$ cat src/flash_prot_pkg.sv
// constants for the flash protection and option register block
// assumes a 32-bit avalon-mm slave with byte addresses, data in the low byte
package flash_prot_pkg;
    // register indices, byte address is four times the index
    localparam logic [3:0] IDX_PPROT = 4'h8;
    localparam logic [3:0] IDX_EPROT = 4'h9;
    localparam logic [3:0] IDX_OPT = 4'hA;
    localparam logic [3:0] IDX_RSV = 4'hB;
    localparam logic [3:0] IDX_STAT = 4'hC;
    // pflash protection field positions
    localparam int PP_OPEN = 7;
    localparam int PP_RNV = 6;
    localparam int PP_HDIS = 5;
    localparam int PP_HS_LSB = 3;
    localparam int PP_LDIS = 2;
    localparam int PP_LS_LSB = 0;
    // eeprom protection field positions
    localparam int EP_OPEN = 7;
    localparam int EP_DPS_LSB = 0;
    localparam int EP_DPS_W = 6;
    // status register field
    localparam int ST_VIOL = 0;
    // values after reset and after a double-bit fault on load
    localparam logic [7:0] PPROT_RST = 8'h7F;
    localparam logic [7:0] EPROT_RST = 8'h3F;
    localparam logic [7:0] OPT_RST = 8'hFF;
    localparam logic [7:0] PPROT_FAULT = 8'h7F;
    localparam logic [7:0] EPROT_FAULT = 8'h3F;
    localparam logic [7:0] OPT_FAULT = 8'hFF;
    localparam logic [7:0] EPROT_WMASK = 8'hBF;
    // address map of the protected areas
    localparam logic [23:0] EE_BASE = 24'h100000;
    localparam int EE_STEP_LSB = 5;
    localparam logic [7:0] PF_HI_PAGE = 8'hFF;
    localparam logic [15:0] PF_HI_MIN = 16'h0800;
    localparam logic [8:0] PF_LO_PAGE = 9'h1FF;
    localparam logic [14:0] PF_LO_MIN = 15'h0400;
    // allowed scenario moves, bit from*8+to
    localparam logic [63:0] SCEN_ALLOWED = 64'hFF5A3C18080C0A0F;
    // control bits {open,hdis,ldis} to scenario, 3 bits per entry
    localparam logic [23:0] SCEN_MAP_DEF = 24'hFAC688;
endpackage

$ cat src/flash_prot_regs.sv
// protection, option and reserved registers of the flash controller
// assumes a same-clock avalon-mm master, config loader and command checker
`timescale 1ns/100ps

// Summary of operation
// [RL1] illegal pflash scenario write is silently dropped
// [RL2] fixed table of allowed scenario moves
// [RL3] pflash register reads the scenario in force
// [RL4] eeprom size field only grows
// [RL5] eeprom open bit only goes 1 to 0
// [RL6] open bit set means eeprom unprotected
// [RL7] open bit clear protects size-selected range
// [RL8] range from 0x10_0000, (size+1)*32 bytes
// [RL9] eeprom byte loaded from config at reset
// [RL10] eeprom load fault means full protection
// [RL11] protected target refused, violation flag set
// [RL12] eeprom block erase refused if any protected
// [RL13] option register read only
// [RL14] option register loaded from config at reset
// [RL15] option load fault sets all ones
// [RL16] reserved register reads zero, ignores writes
// [RL17] size fields writable only while disabled
// [RL18] open clear, both disabled: all pflash protected
// [RL19] control bits map to scenarios by table
// [RL20] judge write against old value, apply now
module flash_prot_regs
    import flash_prot_pkg::*;
#(
    parameter logic [23:0] SCEN_MAP = SCEN_MAP_DEF
)
(
    input wire logic clock,
    input wire logic rst_n,
    input wire logic [5:0] address,
    input wire logic read,
    input wire logic write,
    input wire logic [3:0] byteenable,
    input wire logic [31:0] writedata,
    output logic [31:0] readdata,
    output logic waitrequest,
    input wire logic cfg_load,
    input wire logic [7:0] cfg_pprot_byte,
    input wire logic [7:0] cfg_eprot_byte,
    input wire logic [7:0] cfg_opt_byte,
    input wire logic cfg_pprot_dbl,
    input wire logic cfg_eprot_dbl,
    input wire logic cfg_opt_dbl,
    input wire logic chk_req,
    input wire logic [23:0] chk_addr,
    input wire logic chk_eeprom,
    input wire logic chk_blk_erase,
    output logic chk_ack,
    output logic chk_refused,
    output logic protect_violation_flag
);

    logic [7:0] pflash_protect_reg_ff;
    logic [7:0] eeprom_protect_reg_ff;
    logic [7:0] option_byte_reg_ff;
    logic viol_ff;
    logic wait_ff;
    logic [31:0] rdata_ff;
    logic ack_ff;
    logic refused_ff;
    logic [7:0] nxt_pprot;
    logic [7:0] nxt_eprot;
    logic nxt_viol;

    // scenario of a protection byte
    function automatic logic [2:0] scen_of(input logic [7:0] v);
        logic [2:0] idx;
        idx = {v[PP_OPEN], v[PP_HDIS], v[PP_LDIS]};
        scen_of = SCEN_MAP[idx*3 +: 3]; // [RL19]
    endfunction

    // bus decode
    wire logic [3:0] idx = address[5:2];
    wire logic req = read | write;
    wire logic commit_wr = write & ~wait_ff & byteenable[0];
    wire logic [7:0] wbyte = writedata[7:0];
    wire logic wr_pprot = commit_wr & (idx == IDX_PPROT);
    wire logic wr_eprot = commit_wr & (idx == IDX_EPROT);
    wire logic wr_stat = commit_wr & (idx == IDX_STAT);
    wire logic [7:0] stat_byte = {7'h00, viol_ff};
    wire logic [7:0] rd_byte =
        (idx == IDX_PPROT) ? pflash_protect_reg_ff : // [RL3]
        (idx == IDX_EPROT) ? eeprom_protect_reg_ff :
        (idx == IDX_OPT) ? option_byte_reg_ff : // [RL13]
        (idx == IDX_STAT) ? stat_byte :
        8'h00; // [RL16]

    // pflash write: size fields held unless their disable bit is set now
    wire logic hs_ok = pflash_protect_reg_ff[PP_HDIS]; // [RL17]
    wire logic ls_ok = pflash_protect_reg_ff[PP_LDIS]; // [RL17]
    wire logic [1:0] cand_hs = hs_ok ? wbyte[PP_HS_LSB +: 2]
                                     : pflash_protect_reg_ff[PP_HS_LSB +: 2];
    wire logic [1:0] cand_ls = ls_ok ? wbyte[PP_LS_LSB +: 2]
                                     : pflash_protect_reg_ff[PP_LS_LSB +: 2];
    wire logic [7:0] cand_pprot = {wbyte[PP_OPEN], pflash_protect_reg_ff[PP_RNV],
                                   wbyte[PP_HDIS], cand_hs, wbyte[PP_LDIS], cand_ls};
    wire logic [2:0] scen_old = scen_of(pflash_protect_reg_ff); // [RL20]
    wire logic [2:0] scen_new = scen_of(cand_pprot);
    wire logic move_ok = SCEN_ALLOWED[{scen_old, scen_new}]; // [RL2]

    // eeprom write: open only clears, size only grows
    wire logic [5:0] dps_old = eeprom_protect_reg_ff[EP_DPS_LSB +: EP_DPS_W];
    wire logic [5:0] dps_wr = wbyte[EP_DPS_LSB +: EP_DPS_W];
    wire logic open_new = eeprom_protect_reg_ff[EP_OPEN] & wbyte[EP_OPEN]; // [RL5]
    wire logic [5:0] dps_new = (dps_wr > dps_old) ? dps_wr : dps_old; // [RL4]

    // eeprom protection check
    wire logic ee_open = eeprom_protect_reg_ff[EP_OPEN];
    wire logic [23:0] ee_off = chk_addr - EE_BASE;
    wire logic ee_in_range = (chk_addr >= EE_BASE)
                           & (ee_off[23:EE_STEP_LSB] <= {13'h0000, dps_old}); // [RL8]
    wire logic ee_prot = ~ee_open & ee_in_range; // [RL6] [RL7]
    wire logic ee_any = ~ee_open; // [RL12]

    // pflash protection check
    wire logic pf_open = pflash_protect_reg_ff[PP_OPEN];
    wire logic pf_hdis = pflash_protect_reg_ff[PP_HDIS];
    wire logic pf_ldis = pflash_protect_reg_ff[PP_LDIS];
    wire logic [1:0] pf_hs = pflash_protect_reg_ff[PP_HS_LSB +: 2];
    wire logic [1:0] pf_ls = pflash_protect_reg_ff[PP_LS_LSB +: 2];
    wire logic [15:0] hi_size = PF_HI_MIN << pf_hs;
    wire logic [14:0] lo_size = PF_LO_MIN << pf_ls;
    wire logic [15:0] hi_dist = ~chk_addr[15:0];
    wire logic in_hi = (chk_addr[23:16] == PF_HI_PAGE) & (hi_dist < hi_size);
    wire logic in_lo = (chk_addr[23:15] == PF_LO_PAGE) & (chk_addr[14:0] < lo_size);
    wire logic in_sel = (~pf_hdis & in_hi) | (~pf_ldis & in_lo);
    wire logic pf_prot = pf_open ? in_sel : ~in_sel; // [RL18]
    wire logic pf_any = ~(pf_open & pf_hdis & pf_ldis);

    wire logic target_prot = chk_eeprom ? ee_prot : pf_prot;
    wire logic blk_prot = chk_eeprom ? ee_any : pf_any; // [RL12]
    wire logic refuse = chk_req & (chk_blk_erase ? blk_prot : target_prot); // [RL11]

    // next values of the protection registers
    always_comb
    begin
        nxt_pprot = pflash_protect_reg_ff;
        nxt_eprot = eeprom_protect_reg_ff;
        if (cfg_load)
        begin
            nxt_pprot = cfg_pprot_dbl ? PPROT_FAULT : cfg_pprot_byte;
            nxt_eprot = cfg_eprot_dbl ? EPROT_FAULT : (cfg_eprot_byte & EPROT_WMASK); // [RL9] [RL10]
        end
        else
        begin
            if (wr_pprot && move_ok)
            begin
                nxt_pprot = cand_pprot; // [RL1] [RL20]
            end
            if (wr_eprot)
            begin
                nxt_eprot = {open_new, 1'b0, dps_new}; // [RL4] [RL5]
            end
        end
    end

    // violation flag: set beats write-one-to-clear
    always_comb
    begin
        nxt_viol = viol_ff;
        if (wr_stat && wbyte[ST_VIOL])
        begin
            nxt_viol = 1'b0;
        end
        if (refuse)
        begin
            nxt_viol = 1'b1; // [RL11]
        end
    end

    always_ff @(posedge clock)
    begin
        if (!rst_n)
        begin
            pflash_protect_reg_ff <= PPROT_RST;
            eeprom_protect_reg_ff <= EPROT_RST;
            option_byte_reg_ff <= OPT_RST;
        end
        else
        begin
            pflash_protect_reg_ff <= nxt_pprot;
            eeprom_protect_reg_ff <= nxt_eprot;
            if (cfg_load)
            begin
                option_byte_reg_ff <= cfg_opt_dbl ? OPT_FAULT : cfg_opt_byte; // [RL14] [RL15]
            end
        end
    end

    always_ff @(posedge clock)
    begin
        if (!rst_n)
        begin
            viol_ff <= 1'b0;
            ack_ff <= 1'b0;
            refused_ff <= 1'b0;
        end
        else
        begin
            viol_ff <= nxt_viol;
            ack_ff <= chk_req;
            refused_ff <= refuse; // [RL11]
        end
    end

    // one wait cycle per bus access, read data captured with it
    always_ff @(posedge clock)
    begin
        if (!rst_n)
        begin
            wait_ff <= 1'b1;
            rdata_ff <= 32'h00000000;
        end
        else
        begin
            wait_ff <= ~(req & wait_ff);
            if (read && wait_ff)
            begin
                rdata_ff <= {24'h000000, rd_byte};
            end
        end
    end

    assign readdata = rdata_ff;
    assign waitrequest = wait_ff;
    assign chk_ack = ack_ff;
    assign chk_refused = refused_ff;
    assign protect_violation_flag = viol_ff;
endmodule

$ cat config.mk
export PLATFORM = sky130hd
export DESIGN_NAME = flash_prot_regs
export DESIGN_NICKNAME = d
export VERILOG_FILES = /design/src/flash_prot_pkg.sv /design/src/flash_prot_regs.sv
export SDC_FILE = /design/constraint.sdc
export NUM_CORES = 1
export LEC_CHECK = 0
export ABC_AREA = 1
export BUFFER_PORTS_ARGS = -buffer_cell sky130_fd_sc_hd__buf_2
export CORE_ASPECT_RATIO = 0.5
export CORE_UTILIZATION = 40
export DETAILED_ROUTE_END_ITERATION = 12
export PLACE_DENSITY = 0.84
export SYNTH_ARGS = -nofsm -noshare
export SYNTH_HDL_FRONTEND = slang
export SYNTH_SLANG_ARGS = --single-unit
$ cat constraint.sdc
create_clock -name clock -period 1.64 [get_ports clock]
set_input_delay 0.082 -clock clock [delete_from_list [all_inputs] [get_ports clock]]
set_output_delay 0.082 -clock clock [all_outputs]
set_load 0.005 [all_outputs]
==> metrics.txt, run 1 <==
outcome=finished, violations left; violated checks=setup timing; Area Growth Syn to Fin=29.7%; CORE AREA=0.00613 mm²; global-route wire length before repair=10.9 mm; vias per std cell=5.15; Initial DRT Pass Iterations=5; Commonest cells post-synth=nand2_1 (93), inv_1 (39), dfxtp_1 (35), ha_1 (26), buf_4 (24); Initial DRC Count=232; Die Wd=115 µm; CP Max Fanout=5; n_diodes=0; clk root buf=clkbuf_16; Arrival @ worst endpoint=1.89 ns; Global Route Usage Sum=20.9%; period utilization=107%; CP endpoint kind=register; worst path required time=1.77 ns; Mapped Area=0.00256 mm²; fill count=585; finished layout cell area=0.00332 mm²; Antenna Violating Nets Remaining=0; crit path kind=register to register; initial cell density of the core=41.8%; startpoint types=register; ys async rst share=0%; EDFF count, synth=0; die area=0.00674 mm²; Synth Area in XOR/XNOR=0%; # setup viols final=7; Avg Cell Area, Syn=7.11 µm²; wire per inst=13.5 µm; MaxCap Viol Count=0; worst hold path type=input pin to register; cell count after synthesis=360; Final WS setup=-0.121 ns; clk sinks=35; mux cell area share after synthesis=0%; leakage power=1.69 nW; Critical Path Slowest Stage Cell=dfxtp_2; worst-path cell chain=inv_2, ha_1, nand2_1, inv_1, o21ai_2, o211ai_2, nand2_2, nand2_4, o221ai_1, o211ai_1; Final nets=578; clk_lat worst skew=0.28 ns; setup TNS=-0.501 ns; Netlist cell types=35; largest net degree at the start of global routing=26; Power Density=742 mW/mm²; f_max=568 MHz; Crit path max-delay family=compound AO/OA/AOI/OAI gates; ys flop type=dfxtp_1; WP buf/inv=2; Row Count=20; initial antenna violation count=0; largest family of logic cells by synthesized area=simple AND/OR/NAND/NOR gates; Post-route DRC=0; Peak supply drop=369 µV; RSZ-0062 raised after global routing=true; post-synthesis compound-gate area fraction=19.7%; synthesis warning total=0; DP Area=0.00302 mm²; DP HPWL=5.25 mm; Port Buf Inserts=76; Power Total=0.00246 W; CTS Hold Bufs=0; CTS tree=built; GPL Wtd Cong=0.903; clock buffer depth=2; via count=2783; Synth Area in Adders=12.7%; die height=58.6 µm; drt total wl=7.28 mm; most frequent cell after synthesis=nand2_1; H-tree Lvls=2; GRT overflow=0; area leader, netlist=dfxtp_1; flops & latches, synth=35; sequential element share of the synthesized area=27.4%; Placed Instances=528; Slew Viols, Final=0; post-synth top area share=27.4%; Final Skew=0.00190 ns; Hold Vio Cnt, Final=0; number of global-route vias before repair=2415; Finished Layout Cells=540; total CTS buffers=5; I/O pins=137; dpl ws=-0.0476 ns; Synth Area in Simple Gates=24.3%; Final Critical Period=1.76 ns; crit-path max cell delay=0.33 ns; layout cells sized above 1=33.8%; Reg clk slew, reported paths=0.05 ns; main area contributors after synthesis=dfxtp_1 (27%), nand2_1 (14%), ha_1 (13%), buf_4 (7.0%), inv_1 (5.7%)
state kept, by name, summed over array words and instances, names as in the netlist:
name / cells
chk_ack: 1
chk_refused: 1
eeprom_protect_reg_ff: 7
option_byte_reg_ff: 8
pflash_protect_reg_ff: 8
protect_violation_flag: 1
readdata: 8
waitrequest: 1
layout by cell type, fill, tap and decap left out, drive strengths merged:
| cell type | instances |
|---|---|
| a21boi | 1 |
| a21oi | 8 |
| a221o | 1 |
| a22o | 1 |
| a31oi | 2 |
| a41oi | 6 |
| and3 | 1 |
| buf | 92 |
| clkbuf | 6 |
| clkinv | 2 |
| clkinvlp | 1 |
| conb | 24 |
| dfxtp | 35 |
| ha | 26 |
| inv | 49 |
| nand2 | 99 |
| nand3 | 16 |
| nand3b | 2 |
| nand4 | 4 |
| nor2 | 18 |
| nor3 | 4 |
| o2111ai | 1 |
| o211ai | 15 |
| o21ai | 15 |
| o221ai | 8 |
| o22ai | 13 |
| or2 | 2 |
power breakdown:
part           internal, W  switching [W]  leakage [nW]
combinational     0.000255       0.000341          1.33
clock             0.000559       0.000348        0.0669
sequential        0.000911      0.0000488         0.286
total              0.00173       0.000737          1.69
final timing paths:
path | endpoint | slack, ns | depth (start not counted) | start
setup / recovery | eeprom_protect_reg_ff[2] | -0.12 | 10 | eeprom_protect_reg_ff[3]
hold / removal | chk_ack | 0.007 | 3 | chk_req
hold reg to reg | waitrequest | 0.47 | 1 | waitrequest
setup reg to reg | eeprom_protect_reg_ff[2] | -0.12 | 10 | eeprom_protect_reg_ff[3]
through the flow:
| stage | util, % | hold WS (ns) |
|---|---|---|
| floorplan | - | 0.194 |
| global placement | 49.3 | 0.294 |
| detailed placement | 49.3 | 0.297 |
| CTS | 51.8 | 0.0119 |
| global route | 54.1 | 0.0172 |
| finish | 54.1 | 0.00684 |
layout make-up:
type                    instances  area [µm²]  share of cell area [%]
well taps                      88         110                    3.32
flip-flops and latches         35         714                    21.5
clock buffers                   6         129                    3.88
repair buffers                 92         500                    15.1
inverters                      50         194                    5.84
clock inverters                 2        12.5                   0.377
multi-input cells             267        1660                    50.0
cell families after synthesis:
| logic type | count (synthesis) |
|---|---|
| and+or+nand+nor | 145 |
| buffers and inverters | 82 |
| AOI/OAI and AO/OA | 71 |
| DFF | 35 |
| adders and majority gates | 26 |
| other | 1 |
metal layers:
layer	GRT usage, %	wire (µm)
met3	4.12	562
met5	0	0
met2	35.9	3330
met1	25.5	3120
met4	10.2	268
tightest hold or removal path: cells and delay by family:
| family | cells | cell delay (ns) |
|---|---|---|
| AND/OR/NAND/NOR | 1 | 0.04 |
| buffers and inverters | 2 | 0.14 |
timing repair:
action                                  4_1_cts  5_1_grt
resized for setup                             7       30
setup buffers                                 0        3
pin swaps                                     2       13
cloned                                        0        1
endpoints found under the setup margin        7       15
Power figures use the tool's default switching activity.
==> inputs of run 2 (changes only) <==
==> constraint.sdc (replaced) <==
create_clock -name clock -period 1.9 [get_ports clock]
set_input_delay 0.57 -clock clock [delete_from_list [all_inputs] [get_ports clock]]
set_output_delay 0.57 -clock clock [all_outputs]
set_load 0.005 [all_outputs]
==> metrics.txt, run 2 (synthesis results as in run 1) <==
outcome=finished, final reports clean; clock buffer depth=2 (unchanged); area of the multi-input gates=0.00157 mm² (-5.4%); CTS tree=built; drt total wl=6.66 mm (-8.6%); worst path required time=2.08 ns (+0.31 ns); layout cells sized above 1=29.0% (-4.9 points); Power Total=0.00222 W (-9.8%); post-layout util=52.7% (-1.5 points); Reg2Reg Depth=15 (+5); Post-route DRC=0 (unchanged); largest net degree at the start of global routing=24 (-7.7%); Slew Viols, Final=0 (unchanged); Final Skew=0.00304 ns (+0.00114 ns); Antenna Violating Nets Remaining=0 (unchanged); combinational power share=20.6% (-3.6 points); initial antenna violation count=0 (unchanged); GRT overflow=0 (unchanged); I/O pins=137 (unchanged); Arrival @ worst endpoint=1.89 ns (about the same); die area=0.00674 mm² (unchanged); f_max=585 MHz (+3.0%); # setup viols final=0 (-7); Area Growth Syn to Fin=26.1%; crit path kind=register to register; switching share of power=28.0% (-1.9 points); global-route wire length before repair=10.9 mm (+0.51%); clk_lat worst skew=0.28 ns (about the same); Hold Vio Cnt, Final=0 (unchanged); n_diodes=0 (unchanged); wire per inst=12.4 µm (-8.1%); Hold Path Stages=1 (-2); Finished Layout Cells=537 (-0.56%); CP endpoint kind=register; Placed Instances=529 (+0.19%); die height=58.6 µm (unchanged); Peak supply drop=332 µV (-10%); H-tree Lvls=2 (unchanged); commonest cells after routing, fill and taps aside=nand2_1 (93), buf_2 (76), inv_1 (38); HP Start=waitrequest; Initial DRT Pass Iterations=4 (-1); GPL Wtd Cong=0.897 (-0.64%); switching power=0.000623 W (-16%); total CTS buffers=5 (unchanged); clk root buf=clkbuf_16; Clock power frac=42.2% (+5.4 points); Final nets=575 (-0.52%); leakage power=1.70 nW (+0.55%); Port Buf Inserts=76 (unchanged); Post-CTS Setup Bufs=0 (unchanged); Die Wd=115 µm (unchanged); Reg clk slew, reported paths=0.06 ns (about the same); CORE AREA=0.00613 mm² (unchanged); Global Route Usage Sum=20.9% (+0.055 points); CTS Hold Bufs=0 (unchanged); Initial DRC Count=176 (-24%); reg2reg end=protect_violation_flag; number of global-route vias before repair=2470 (+2.3%); Row Count=20 (unchanged); CP Max Fanout=5 (unchanged); Final Critical Period=1.71 ns (-0.0514 ns); flop2flop setup slack=0.19 ns (+0.31 ns); worst hold path type=register to register; startpoint types=register; initial cell density of the core=41.8% (unchanged); period utilization=90.0% (-17 points); via count=2642 (-5.1%); clk sinks=35 (unchanged); fraction of power consumed by sequential logic=37.2% (-1.8 points); vias per std cell=4.92 (-4.5%); Worst Hold End=waitrequest; fill count=571 (-2.4%); R2R Path Start=pflash_protect_reg_ff[0]; register area=704 µm² (-1.4%); setup TNS=0 ns (+0.501 ns); most common library cell in the layout ignoring fill and taps=nand2_1; MaxCap Viol Count=0 (unchanged); Power Density=688 mW/mm² (-7.2%); internal power=0.00160 W (-7.3%); DP HPWL=5.24 mm (-0.26%)
[run 2: how the worst max path moves through the flow]
stage,end,start,slack [ns],depth (start not counted)
global placement,protect_violation_flag,chk_addr[10],-0.09,15
finish,protect_violation_flag,pflash_protect_reg_ff[0],0.19,15
detailed placement,protect_violation_flag,chk_addr[10],-0.11,15
global route,protect_violation_flag,eeprom_protect_reg_ff[4],-0.04,15
CTS,protect_violation_flag,eeprom_protect_reg_ff[5],0.15,15
floorplan,protect_violation_flag,chk_addr[10],0.19,14
[run 2: through the flow]
| step | cell area, µm² | hold WS [ns] | setup WS, ns |
|---|---|---|---|
| floorplan | 2650 | 0.434 | 0.194 |
| global placement | 3030 | 0.439 | -0.0918 |
| detailed placement | 3030 | 0.444 | -0.108 |
| CTS | 3200 | 0.458 | 0.148 |
| global route | 3230 | 0.472 | -0.0352 |
| finish | 3230 | 0.456 | 0.191 |
[run 2: power by group through the flow]
stage | logic (W) | clock network [W] | registers [W]
2_1_floorplan | 0.000298 | 0 | 0.000826
3_3_place_gp | 0.000430 | 0 | 0.000837
3_5_place_dp | 0.000445 | 0 | 0.000839
4_1_cts | 0.000450 | 0.000930 | 0.000824
5_1_grt | 0.000528 | 0.000961 | 0.000832
6_report | 0.000458 | 0.000937 | 0.000827
[run 2: worst max-delay path, cell delays in order, from the launching register on]
cell and delay (ns):
dfxtp_1 0.44, inv_1 0.08, nand2_1 0.07, ha_1 0.22, o21ai_1 0.12, nand2_1 0.06
nand2_1 0.05, nand2_1 0.04, nand2_1 0.05, nand2_1 0.07, nand3_1 0.09, nand3_1 0.07
nand2_1 0.06, nand2_1 0.04, nand2_1 0.09, nand2_1 0.05
[run 2: repair_timing]
action	CTS	global route
setup endpoints to repair	0	2
hold endpoints to repair	0	0
gates resized for setup	0	9
[run 2: final cells by class]
cell class | count | area share [%]
Sequential cell | 35 | 21.8
Multi-Input combinational cell | 266 | 48.6
Clock buffer | 5 | 3.88
Inverter | 50 | 5.85
Tap cell | 88 | 3.41
Clock inverter | 3 | 1.36
Timing Repair Buffer | 90 | 15.0
[run 2: routing by layer]
metal / up-vias / track usage (%) / wire (µm)
met5: - / 0 / 0
met4: 0 / 8.35 / 65
met3: 7 / 3.50 / 400
met2: 90 / 36.0 / 3010
met1: 1191 / 26.6 / 3180
li1: 1354 / - / -
==> inputs of run 3 (changes only) <==
--- a/config.mk
+++ b/config.mk
@@ -11,6 +11,7 @@
 export CORE_UTILIZATION = 40
 export DETAILED_ROUTE_END_ITERATION = 12
 export PLACE_DENSITY = 0.84
+export SETUP_SLACK_MARGIN = 0.3
 export SYNTH_ARGS = -nofsm -noshare
 export SYNTH_HDL_FRONTEND = slang
 export SYNTH_SLANG_ARGS = --single-unit
==> metrics.txt, run 3 (synthesis results as in run 1) <==
I/O pins=137 (unchanged); # setup viols final=0 (unchanged); slew margin rel.=65.4%; GRT overflow=0 (unchanged); Antenna Violating Nets Remaining=0 (unchanged); Reg clk slew, reported paths=0.06 ns (about the same); f_max=591 MHz (+1.0%); Area Growth Syn to Fin=38.5%; clk_lat worst skew=0.28 ns (about the same); Post-route DRC=0 (unchanged); global-route wire length before repair=11.0 mm (+0.32%); largest net degree at the start of global routing=28 (+17%); vias per std cell=5.18 (+5.4%); CP endpoint kind=register; Initial DRC Count=186 (+5.7%); worst hold path type=register to register; Power Density=620 mW/mm² (-9.9%); outcome=finished, final reports clean; Port Buf Inserts=76 (unchanged); CTS tree=built; Global Route Usage Sum=20.9% (-0.046 points); clk sinks=35 (unchanged); setup TNS=0 ns (unchanged); worst-path cell chain=inv_4, ha_4, nand2_2, inv_2, nand3_2, o211ai_2, nand2_2, nand2_4, o221ai_2, o211ai_1; Clock power frac=36.4% (-5.8 points); fraction of power consumed by sequential logic=37.7% (+0.5 points); Reg2Reg Depth=10 (-5); crit-path max cell delay=0.35 ns (-0.09 ns); initial antenna violation count=0 (unchanged); crit path to=eeprom_protect_reg_ff[1]; initial cell density of the core=41.8% (unchanged); leakage power=1.72 nW (+1.2%); period utilization=89.0% (-0.93 points); Power Total=0.00220 W (-1.1%); total CTS buffers=5 (unchanged); Final Critical Period=1.69 ns (-0.0177 ns); clk root buf=clkbuf_16; worst path required time=2.09 ns (about the same); MaxCap Viol Count=0 (unchanged); hold slack=0.449 ns (-0.00669 ns); finished layout cell area=0.00354 mm² (+9.8%); RSZ-0062 raised after global routing=true; Hold Vio Cnt, Final=0 (unchanged); Setup crit start=eeprom_protect_reg_ff[5]; Row Count=20 (unchanged); most common library cell in the layout ignoring fill and taps=nand2_1; CP Max Fanout=5 (unchanged); drt total wl=7.85 mm (+18%); H-tree Lvls=2 (unchanged); Critical Path Slowest Stage Cell=dfxtp_2; Slew Viols, Final=0 (unchanged); DP Area=0.00315 mm² (+3.9%); switching share of power=31.0% (+3.0 points); startpoint types=register; Arrival @ worst endpoint=1.88 ns (about the same); post-layout util=57.8% (+5.2 points); flop2flop setup slack=0.21 ns (+0.02 ns); number of global-route vias before repair=2451 (-0.77%); Slew @ Worst Pin=0.520 ns; Final nets=580 (+0.87%); CORE AREA=0.00613 mm² (unchanged); internal power=0.00152 W (-5.2%); R2R Path Start=eeprom_protect_reg_ff[5]; Initial DRT Pass Iterations=5 (+1); commonest cells after routing, fill and taps aside=nand2_1 (83), buf_2 (69), inv_1 (27); via count=2810 (+6.4%); GPL Wtd Cong=0.867 (-3.4%); layout cells sized above 1=40.5% (+12 points); switching power=0.000683 W (+9.6%); DP HPWL=5.38 mm (+2.7%); CP most frequent cell=nand2_2; n_diodes=0 (unchanged); die area=0.00674 mm² (unchanged); Final Skew=0.00394 ns (+0.000899 ns); clock buffer depth=2 (unchanged); wire per inst=14.5 µm (+17%); reg2reg end=eeprom_protect_reg_ff[1]; crit path kind=register to register; die height=58.6 µm (unchanged); Peak supply drop=321 µV (-3.4%); combinational power share=25.9% (+5.3 points); Die Wd=115 µm (unchanged)
-- run 3: worst max-delay path, delay by kind of cell (launching register included) --
family / cells / cell delay [ns]
flops: 1 / 0.35
simple gates: 4 / 0.43
buf+inv: 2 / 0.12
compound gates: 3 / 0.42
fa+ha+maj: 1 / 0.27
-- run 3: layer usage --
| metal | vias to the layer above | share of wire, % | GRT usage, % |
|---|---|---|---|
| li1 | 1358 | - | - |
| met1 | 1290 | 43 | 24.9 |
| met2 | 134 | 47 | 37.8 |
| met3 | 28 | 7.5 | 5.25 |
| met4 | 0 | 2.5 | 5.94 |
| met5 | - | 0 | 0 |
-- run 3: worst min path at each step --
| stage | from | end | slack (ns) | cells past startpoint |
|---|---|---|---|---|
| after floorplan | waitrequest | waitrequest | 0.43 | 1 |
| after global placement | waitrequest | waitrequest | 0.43 | 1 |
| after detailed placement | waitrequest | waitrequest | 0.43 | 1 |
| after CTS | waitrequest | waitrequest | 0.45 | 1 |
| after global routing | waitrequest | waitrequest | 0.50 | 1 |
| final | waitrequest | waitrequest | 0.45 | 1 |
-- run 3: area by class of cell --
class,instances,area [µm²]
Multi-Input combinational cell,267,1810
Tap cell,88,110
Fill cell,529,2590
Timing Repair Buffer,94,556
Clock inverter,2,12.5
Clock buffer,6,129
Inverter,50,201
Sequential cell,35,724
-- run 3: metrics by stage --
stage / std cells / worst slack [ns]
2_1_floorplan: 383 / 0.252
3_3_place_gp: 524 / -0.0417
3_5_place_dp: 524 / -0.0803
4_1_cts: 537 / 0.227
5_1_grt: 542 / 0.102
6_report: 542 / 0.208
-- run 3: what timing repair did --
action	CTS	global route
setup endpoints to repair	12	15
gates cloned	1	0
pin swaps	12	22
setup buffers	4	5
hold buffers	0	0
resized for setup	24	38
-- run 3: power by group through the flow --
stage          sequential (W)  clock (W)  combinational (W)
2_1_floorplan        0.000826          0           0.000325
3_3_place_gp         0.000838          0           0.000457
3_5_place_dp         0.000841          0           0.000472
4_1_cts              0.000825   0.000793           0.000504
5_1_grt              0.000834   0.000838           0.000626
6_report             0.000830   0.000799           0.000570
